[src/design/wdt_defines.vh]
// Constants for the indexed-port watchdog: port addresses, keys, register
// indices, field positions and time base.
// Assumes a 100 MHz clock and an 8-bit I/O data path.
`ifndef WDT_DEFINES_VH
`define WDT_DEFINES_VH
`define IO_INDEX_PORT      16'h002e
`define IO_DATA_PORT       16'h002f
`define KEY_UNLOCK         8'h87
`define KEY_LOCK           8'haa
`define IDX_LDEV_SELECT    8'h07
`define IDX_FUNC_ENABLE    8'h30
`define IDX_UNIT_SELECT    8'hf5
`define IDX_TIMEOUT_COUNT  8'hf6
`define IDX_CTRL_STATUS    8'hf7
`define LDEV_WATCHDOG      8'h08
`define FUNC_ON            8'h01
`define BIT_UNIT_MINUTES   3
`define BIT_KBD_RESTART    6
`define BIT_FORCE_TIMEOUT  5
`define BIT_TIMEOUT_STATUS 4
`define CLOCK_HZ           100000000
`define SECONDS_PER_MINUTE 60
`define ZERO8              8'h00
`endif

[src/design/indexed_port_watchdog_timer.v]
// Watchdog timer reached through an index/data I/O port pair.
// Assumes the host issues single-cycle I/O read/write strobes synchronous to clock.
`timescale 1ns/100ps
`include "wdt_defines.vh"
// Function
// - Timeout count 1 to 255 units.
// - No restart before expiry gives timeout.
// - Static jumper selects reset or interrupt.
// - Interrupt active low until restart.
// - Index port 2E, data port 2F.
// - Double unlock key opens configuration.
// - Device select 08 at 07 picks watchdog.
// - Enable register at 30, off after reset.
// - Bit 3 at F5 selects minutes.
// - Count register F6, zero stops timer.
// - Writing count restarts from new value.
// - Bit 6 at F7 lets keyboard restart.
// - Bit 5 forces timeout, self-clearing.
// - Bit 4 reads timeout status.
// - Lock key closes configuration space.
module indexed_port_watchdog_timer #(
    parameter CYCLES_PER_SECOND = `CLOCK_HZ
) (
    input  wire        clock,
    input  wire        rst,
    input  wire [15:0] io_addr,
    input  wire [7:0]  io_wdata,
    input  wire        io_wr,
    input  wire        io_rd,
    input  wire        keyboard_activity,
    input  wire        reset_or_irq_select_jumper,
    output reg  [7:0]  io_rdata,
    output reg         io_rdata_valid,
    output reg         wdt_reset_out,
    output reg         wdt_irq_n
);
    reg  [7:0] index_q;
    reg  [7:0] ldev_q;
    reg        enable_q;
    reg  [7:0] unit_reg_q;
    reg  [7:0] reload_q;
    reg  [7:0] count_q;
    reg        kbd_en_q;
    reg        status_q;
    reg  [7:0] count_d;
    reg        status_d;
    reg        restart;
    reg        fire;
    wire       unlocked;
    wire       unit_tick;
    wire       index_wr = io_wr && (io_addr == `IO_INDEX_PORT);
    wire       data_wr  = io_wr && (io_addr == `IO_DATA_PORT);
    wire       data_rd  = io_rd && (io_addr == `IO_DATA_PORT);
    wire       wd_sel   = unlocked && (ldev_q == `LDEV_WATCHDOG);
    // Index is only honoured once the space is open; relies on index-first order.
    wire       cfg_wr   = data_wr && unlocked;
    wire       wd_wr    = data_wr && wd_sel;
    wire       ctrl_wr  = wd_wr && (index_q == `IDX_CTRL_STATUS);

    unlock_detector u_unlock (
        .clock    (clock),
        .rst      (rst),
        .index_wr (index_wr),
        .wdata    (io_wdata),
        .unlocked (unlocked)
    );

    unit_tick_gen #(
        .CYCLES_PER_SECOND (CYCLES_PER_SECOND)
    ) u_tick (
        .clock     (clock),
        .rst       (rst),
        .restart   (restart),
        .minutes   (unit_reg_q[`BIT_UNIT_MINUTES]),
        .unit_tick (unit_tick)
    );

    // ==========================================================
    // Index and configuration registers.
    always @(posedge clock) begin
        if (rst) begin
            index_q    <= `ZERO8;
            ldev_q     <= `ZERO8;
            enable_q   <= 1'b0;
            unit_reg_q <= `ZERO8;
            reload_q   <= `ZERO8;
            kbd_en_q   <= 1'b0;
        end else begin
            if (index_wr && unlocked)
                index_q <= io_wdata;
            if (cfg_wr && index_q == `IDX_LDEV_SELECT)
                ldev_q <= io_wdata;
            if (wd_wr && index_q == `IDX_FUNC_ENABLE)
                enable_q <= (io_wdata == `FUNC_ON);
            if (wd_wr && index_q == `IDX_UNIT_SELECT)
                unit_reg_q <= io_wdata;
            if (wd_wr && index_q == `IDX_TIMEOUT_COUNT)
                reload_q <= io_wdata;
            if (ctrl_wr)
                kbd_en_q <= io_wdata[`BIT_KBD_RESTART];
        end
    end

    // ==========================================================
    // Countdown.
    // A keyboard restart reloads the last written count.
    always @* begin
        restart  = 1'b0;
        fire     = 1'b0;
        count_d  = count_q;
        status_d = status_q;
        if (wd_wr && index_q == `IDX_TIMEOUT_COUNT) begin
            restart  = 1'b1;
            count_d  = io_wdata;
            status_d = 1'b0;
        end else if (kbd_en_q && keyboard_activity) begin
            restart  = 1'b1;
            count_d  = reload_q;
            status_d = 1'b0;
        end else if (enable_q && count_q != `ZERO8 && unit_tick) begin
            count_d = count_q - 8'h01;
            if (count_q == 8'h01)
                fire = 1'b1;
        end
        if (ctrl_wr && io_wdata[`BIT_FORCE_TIMEOUT])
            fire = 1'b1;
        if (fire)
            status_d = 1'b1;
    end

    always @(posedge clock) begin
        if (rst) begin
            count_q  <= `ZERO8;
            status_q <= 1'b0;
        end else begin
            count_q  <= count_d;
            status_q <= status_d;
        end
    end

    // ==========================================================
    // Timeout outputs.
    // The reset is a pulse; the interrupt is held low until a restart.
    always @(posedge clock) begin
        if (rst) begin
            wdt_reset_out <= 1'b0;
            wdt_irq_n     <= 1'b1;
        end else begin
            wdt_reset_out <= fire && reset_or_irq_select_jumper;
            if (fire && !reset_or_irq_select_jumper)
                wdt_irq_n <= 1'b0;
            else if (restart)
                wdt_irq_n <= 1'b1;
        end
    end

    // ==========================================================
    // Data port reads. Bit 5 always reads zero since it clears itself.
    always @(posedge clock) begin
        if (rst) begin
            io_rdata       <= `ZERO8;
            io_rdata_valid <= 1'b0;
        end else begin
            io_rdata_valid <= data_rd;
            io_rdata       <= `ZERO8;
            if (data_rd && unlocked) begin
                if (index_q == `IDX_LDEV_SELECT)
                    io_rdata <= ldev_q;
                else if (wd_sel && index_q == `IDX_FUNC_ENABLE)
                    io_rdata <= {7'h00, enable_q};
                else if (wd_sel && index_q == `IDX_UNIT_SELECT)
                    io_rdata <= unit_reg_q;
                else if (wd_sel && index_q == `IDX_TIMEOUT_COUNT)
                    io_rdata <= count_q;
                else if (wd_sel && index_q == `IDX_CTRL_STATUS)
                    io_rdata <= {1'b0, kbd_en_q, 1'b0, status_q, 4'h0};
            end
        end
    end
endmodule // indexed_port_watchdog_timer

[src/design/unit_tick_gen.v]
// Time base: a one-cycle pulse once per second or once per minute.
// Assumes one clock at CLOCK_HZ and a synchronous active-high reset.
`timescale 1ns/100ps
`include "wdt_defines.vh"
module unit_tick_gen #(
    parameter CYCLES_PER_SECOND = `CLOCK_HZ
) (
    input  wire clock,
    input  wire rst,
    input  wire restart,
    input  wire minutes,
    output reg  unit_tick
);
    reg [31:0] sec_cnt_q;
    reg [5:0]  min_cnt_q;
    wire       sec_tick = (sec_cnt_q == CYCLES_PER_SECOND - 1);
    // ==========================================================
    // Prescaler.
    // Restart realigns the prescaler so a fresh count gets full units.
    always @(posedge clock) begin
        if (rst || restart) begin
            sec_cnt_q <= 32'h0000_0000;
            min_cnt_q <= 6'h00;
            unit_tick <= 1'b0;
        end else begin
            sec_cnt_q <= sec_tick ? 32'h0000_0000 : sec_cnt_q + 32'h0000_0001;
            if (sec_tick)
                min_cnt_q <= (min_cnt_q == `SECONDS_PER_MINUTE - 1) ? 6'h00 : min_cnt_q + 6'h01;
            unit_tick <= sec_tick && (!minutes || min_cnt_q == `SECONDS_PER_MINUTE - 1);
        end
    end
endmodule // unit_tick_gen

[src/design/unlock_detector.v]
// Watches index-port writes for the double unlock key and the lock key.
// Assumes one write strobe per cycle at most, synchronous to the clock.
`timescale 1ns/100ps
`include "wdt_defines.vh"
module unlock_detector (
    input  wire       clock,
    input  wire       rst,
    input  wire       index_wr,
    input  wire [7:0] wdata,
    output reg        unlocked
);
    reg first_key_q;
    // ==========================================================
    // Key sequence.
    // Any other index write between the two keys spoils the sequence.
    always @(posedge clock) begin
        if (rst) begin
            first_key_q <= 1'b0;
            unlocked    <= 1'b0;
        end else if (index_wr) begin
            if (wdata == `KEY_LOCK) begin
                unlocked    <= 1'b0;
                first_key_q <= 1'b0;
            end else if (wdata == `KEY_UNLOCK) begin
                if (first_key_q)
                    unlocked <= 1'b1;
                first_key_q <= ~first_key_q;
            end else begin
                first_key_q <= 1'b0;
            end
        end
    end
endmodule // unlock_detector

[config.mk]
export PLATFORM = sky130hd
export DESIGN_NAME = indexed_port_watchdog_timer
export DESIGN_NICKNAME = d
export VERILOG_FILES = /design/src/design/indexed_port_watchdog_timer.v /design/src/design/unit_tick_gen.v /design/src/design/unlock_detector.v
export VERILOG_INCLUDE_DIRS = /design/src /design/src/design
export SDC_FILE = /design/constraint.sdc
export NUM_CORES = 1
export LEC_CHECK = 0
export ABC_CLOCK_PERIOD_IN_PS = 5740
export BUFFER_PORTS_ARGS = -buffer_cell sky130_fd_sc_hd__buf_2
export CORE_MARGIN = 8
export CORE_UTILIZATION = 60
export DETAILED_ROUTE_END_ITERATION = 16
export GPL_ROUTABILITY_DRIVEN = 1
export PLACE_DENSITY = 0.8
export SLEW_MARGIN = 40
export SYNTH_ARGS = -nofsm -noshare
export SYNTH_HDL_FRONTEND = slang
export SYNTH_HIERARCHICAL = 1
export SYNTH_SLANG_ARGS = --single-unit
export TNS_END_PERCENT = 50
[constraint.sdc]
create_clock -name clock -period 5.74 [get_ports clock]
set_clock_uncertainty 0.1 [all_clocks]
set_input_delay 0.574 -clock clock [delete_from_list [all_inputs] [get_ports clock]]
set_output_delay 0.574 -clock clock [all_outputs]
set_load 0.005 [all_outputs]
==> results.json <==
{
  "hpwlAfterDp_microns": 7340,
  "status": "completed",
  "worst-path-max-fanout": 18,
  "final_common_cell": "dfxtp_1",
  "reg2reg_depth": 5,
  "fin_crit_sh": 0.491,
  "vias_per_cell": 5.99,
  "layout_common_cells": "dfxtp_1 (95), nor2_1 (78), nand2_1 (42)",
  "num_rows": 32,
  "p_total_w": 0.00114,
  "dr.pass1.iters": 5,
  "synth-edff-count": 0,
  "ir_drop_mv": 0.130,
  "clk_pin_slew_ns": 0.09,
  "fin_crit_ns": 2.82,
  "antenna_found_initial": 0,
  "initial_utilization": 0.606,
  "regToRegEndpoint": "count_q[2]$_SDFFE_PP0P_",
  "ios": 41,
  "cts_hold_buf": 0,
  "cp-start-kind": "flop",
  "cp_slowest_stage_delay_ns": 0.71,
  "slew_viol_final": 0,
  "syn_area_per_cell_sq_um": 9.05,
  "finalSetupTns_ns": 0,
  "rsz0062_at_grt": "no",
  "insertion_delay_ns": 0.36,
  "async_flop_share": 0,
  "arrival_ns": 2.99,
  "htreeDepth": 3,
  "seq_area_frac_synth": 0.412,
  "synth_warnings": 6,
  "area_growth_pct": 8.44,
  "hold_class": "in -> reg",
  "cts-resized-gates": 0,
  "required_ns": 5.91,
  "whs_path_depth": 2,
  "totalWireLength_microns": 10400,
  "ant_nets": 0,
  "numCtsBuffers": 9,
  "cts_tree": "done",
  "leakage_nw": 2.00,
  "coreArea_sq_um": 7610,
  "grt-ovfl-total": 0,
  "portBuffers": 40,
  "clock_path_buffers": 2,
  "min_from": "reset_or_irq_select_jumper",
  "synth-main-ff-cell": "dfxtp_1",
  "gp_congestion": 0.883,
  "first_iter_violations": 197,
  "grt_pass1_wl_microns": 17600,
  "crit_path_end_kind": "flop",
  "cts-root-buf": "clkbuf_8",
  "cts_setup_buffers": 0,
  "die_area_sq_um": 10800,
  "fp.dieW_microns": 104,
  "syn_inst": 510,
  "die_h_microns": 104,
  "tightest_slew_ns": 0.720,
  "setup_viol": 0,
  "reg2reg_slack_ns": 2.92,
  "syn_area_sq_um": 4610,
  "slowest_stage": "and4_1",
  "fin_nets": 574,
  "hold_path_end": "wdt_irq_n$_SDFFE_PP1P_",
  "drc_errors": 0,
  "grt_use_total": 0.193,
  "worstReg2RegStart": "ldev_q[4]$_SDFFE_PP0P_",
  "worst-path-buf-inv": 0,
  "power_density_nw_per_um2": 228,
  "synth-seq-cells": 95,
  "path_delay_family": "simple AND/OR/NAND/NOR gates",
  "vias": 3869,
  "drv_cap": 0,
  "slew_headroom": 0.517,
  "crit_chain": "or4b_4 > nor4_4 > and4_1 > nand2_1 > a311oi_1",
  "syn-num-nets": 545,
  "timing.fmax_mhz": 355,
  "n_antenna_cell": 0,
  "grt_pass1_vias": 3678,
  "cts_sinks": 95,
  "ys_types": 70,
  "wl_per_cell_microns": 16.1,
  "hold_viol": 0,
  "drive_above_1_share": 0.162,
  "grt_start_max_net_pins": 53,
  "path_class": "reg -> reg"
}
==> how the worst max path moves through the flow <==
stage / startpoint / to / slack (ns) / cells past startpoint
after floorplan: io_addr[11] / u_tick/sec_cnt_q[10]$_SDFF_PP0_ / 3.02 / 8
after CTS: ldev_q[4]$_SDFFE_PP0P_ / u_tick/sec_cnt_q[17]$_SDFF_PP0_ / 2.53 / 7
after detailed placement: io_addr[12] / u_tick/sec_cnt_q[3]$_SDFF_PP0_ / 2.18 / 8
after global routing: ldev_q[4]$_SDFFE_PP0P_ / count_q[3]$_SDFFE_PP0P_ / 2.82 / 5
final: ldev_q[4]$_SDFFE_PP0P_ / count_q[2]$_SDFFE_PP0P_ / 2.92 / 5
after global placement: io_addr[12] / u_tick/sec_cnt_q[28]$_SDFF_PP0_ / 2.29 / 8
==> Yosys cell counts (all sizes together) (6+ instances only) <==
cell type   n  area (sq um)
and2        7          46.3
a21oi      18          90.1
xnor2      10          87.6
or3         9          57.6
nand3      20           100
inv         7          26.3
nor2       78           293
nor4       16           130
and3       11          68.8
o211ai      7          52.6
xor2       19           166
buf         8          75.1
dfxtp      95          1900
nor3       13          70.1
nand4      21           150
a311oi      7          67.6
nand2      44           175
mux2i      27           270
or4         6          53.8
clkbuf     15          86.3
==> routing by layer <==
| layer | track usage | part of all wire | up-vias |
|---|---|---|---|
| met2 | 0.322 | 0.49 | 102 |
| met5 | 0 | 0 | - |
| met4 | 0.0838 | 0.020 | 0 |
| li1 | - | - | 1913 |
| met1 | 0.237 | 0.44 | 1836 |
| met3 | 0.0353 | 0.051 | 18 |
==> cell families (layout without fill, tap and decap cells) <==
kind of cell | Yosys count | after routing | synth area share
simple gates | 260 | 260 | 0.316
fa+ha+maj | 5 | 5 | 0.0136
xor+xnor | 29 | 29 | 0.0551
mux | 29 | 29 | 0.0635
buf+inv | 31 | 65 | 0.0431
flops | 95 | 95 | 0.412
compound gates | 61 | 61 | 0.0963
==> flip-flops by register name, indices dropped and copies added (netlist names), 6 cells and up <==
signal            cells
unit_reg_q            8
reload_q              8
index_q               8
u_tick/sec_cnt_q     32
count_q               8
io_rdata              8
u_tick/min_cnt_q      6
ldev_q                8
==> layout make-up <==
cell class	count	area [sq um]
fillers	635	2610
multi-input cells	384	2540
flip-flops and latches	95	1900
repair buffers	42	215
clock buffers	10	128
well taps	102	128
clock inverters	6	67.6
inverters	7	26.3
==> power by group <==
| group | switching, W | leakage, nW | internal, W |
|---|---|---|---|
| registers | 0.00000262 | 0.766 | 0.000661 |
| clock network | 0.000234 | 0.0933 | 0.000204 |
| logic | 0.0000248 | 1.14 | 0.0000132 |
==> metrics by stage <==
step / hold WS [ns] / setup slack (ns) / util / instances / area [sq um]
2_1_floorplan: 0.330 / 3.02 / - / 510 / 4610
3_3_place_gp: 0.341 / 2.29 / 0.628 / 629 / 4780
3_5_place_dp: 0.346 / 2.18 / 0.630 / 629 / 4790
4_1_cts: 0.334 / 2.53 / 0.656 / 645 / 4990
5_1_grt: 0.348 / 2.82 / 0.658 / 646 / 5000
6_report: 0.347 / 2.92 / 0.658 / 646 / 5000
==> worst register-to-register path, stage by stage (launching register included) <==
cell and delay, ns:
dfxtp_1 0.34, or4b_4 0.58, nor4_4 0.49, and4_1 0.71, nand2_1 0.21, a311oi_1 0.30
Power figures use the tool's default switching activity.
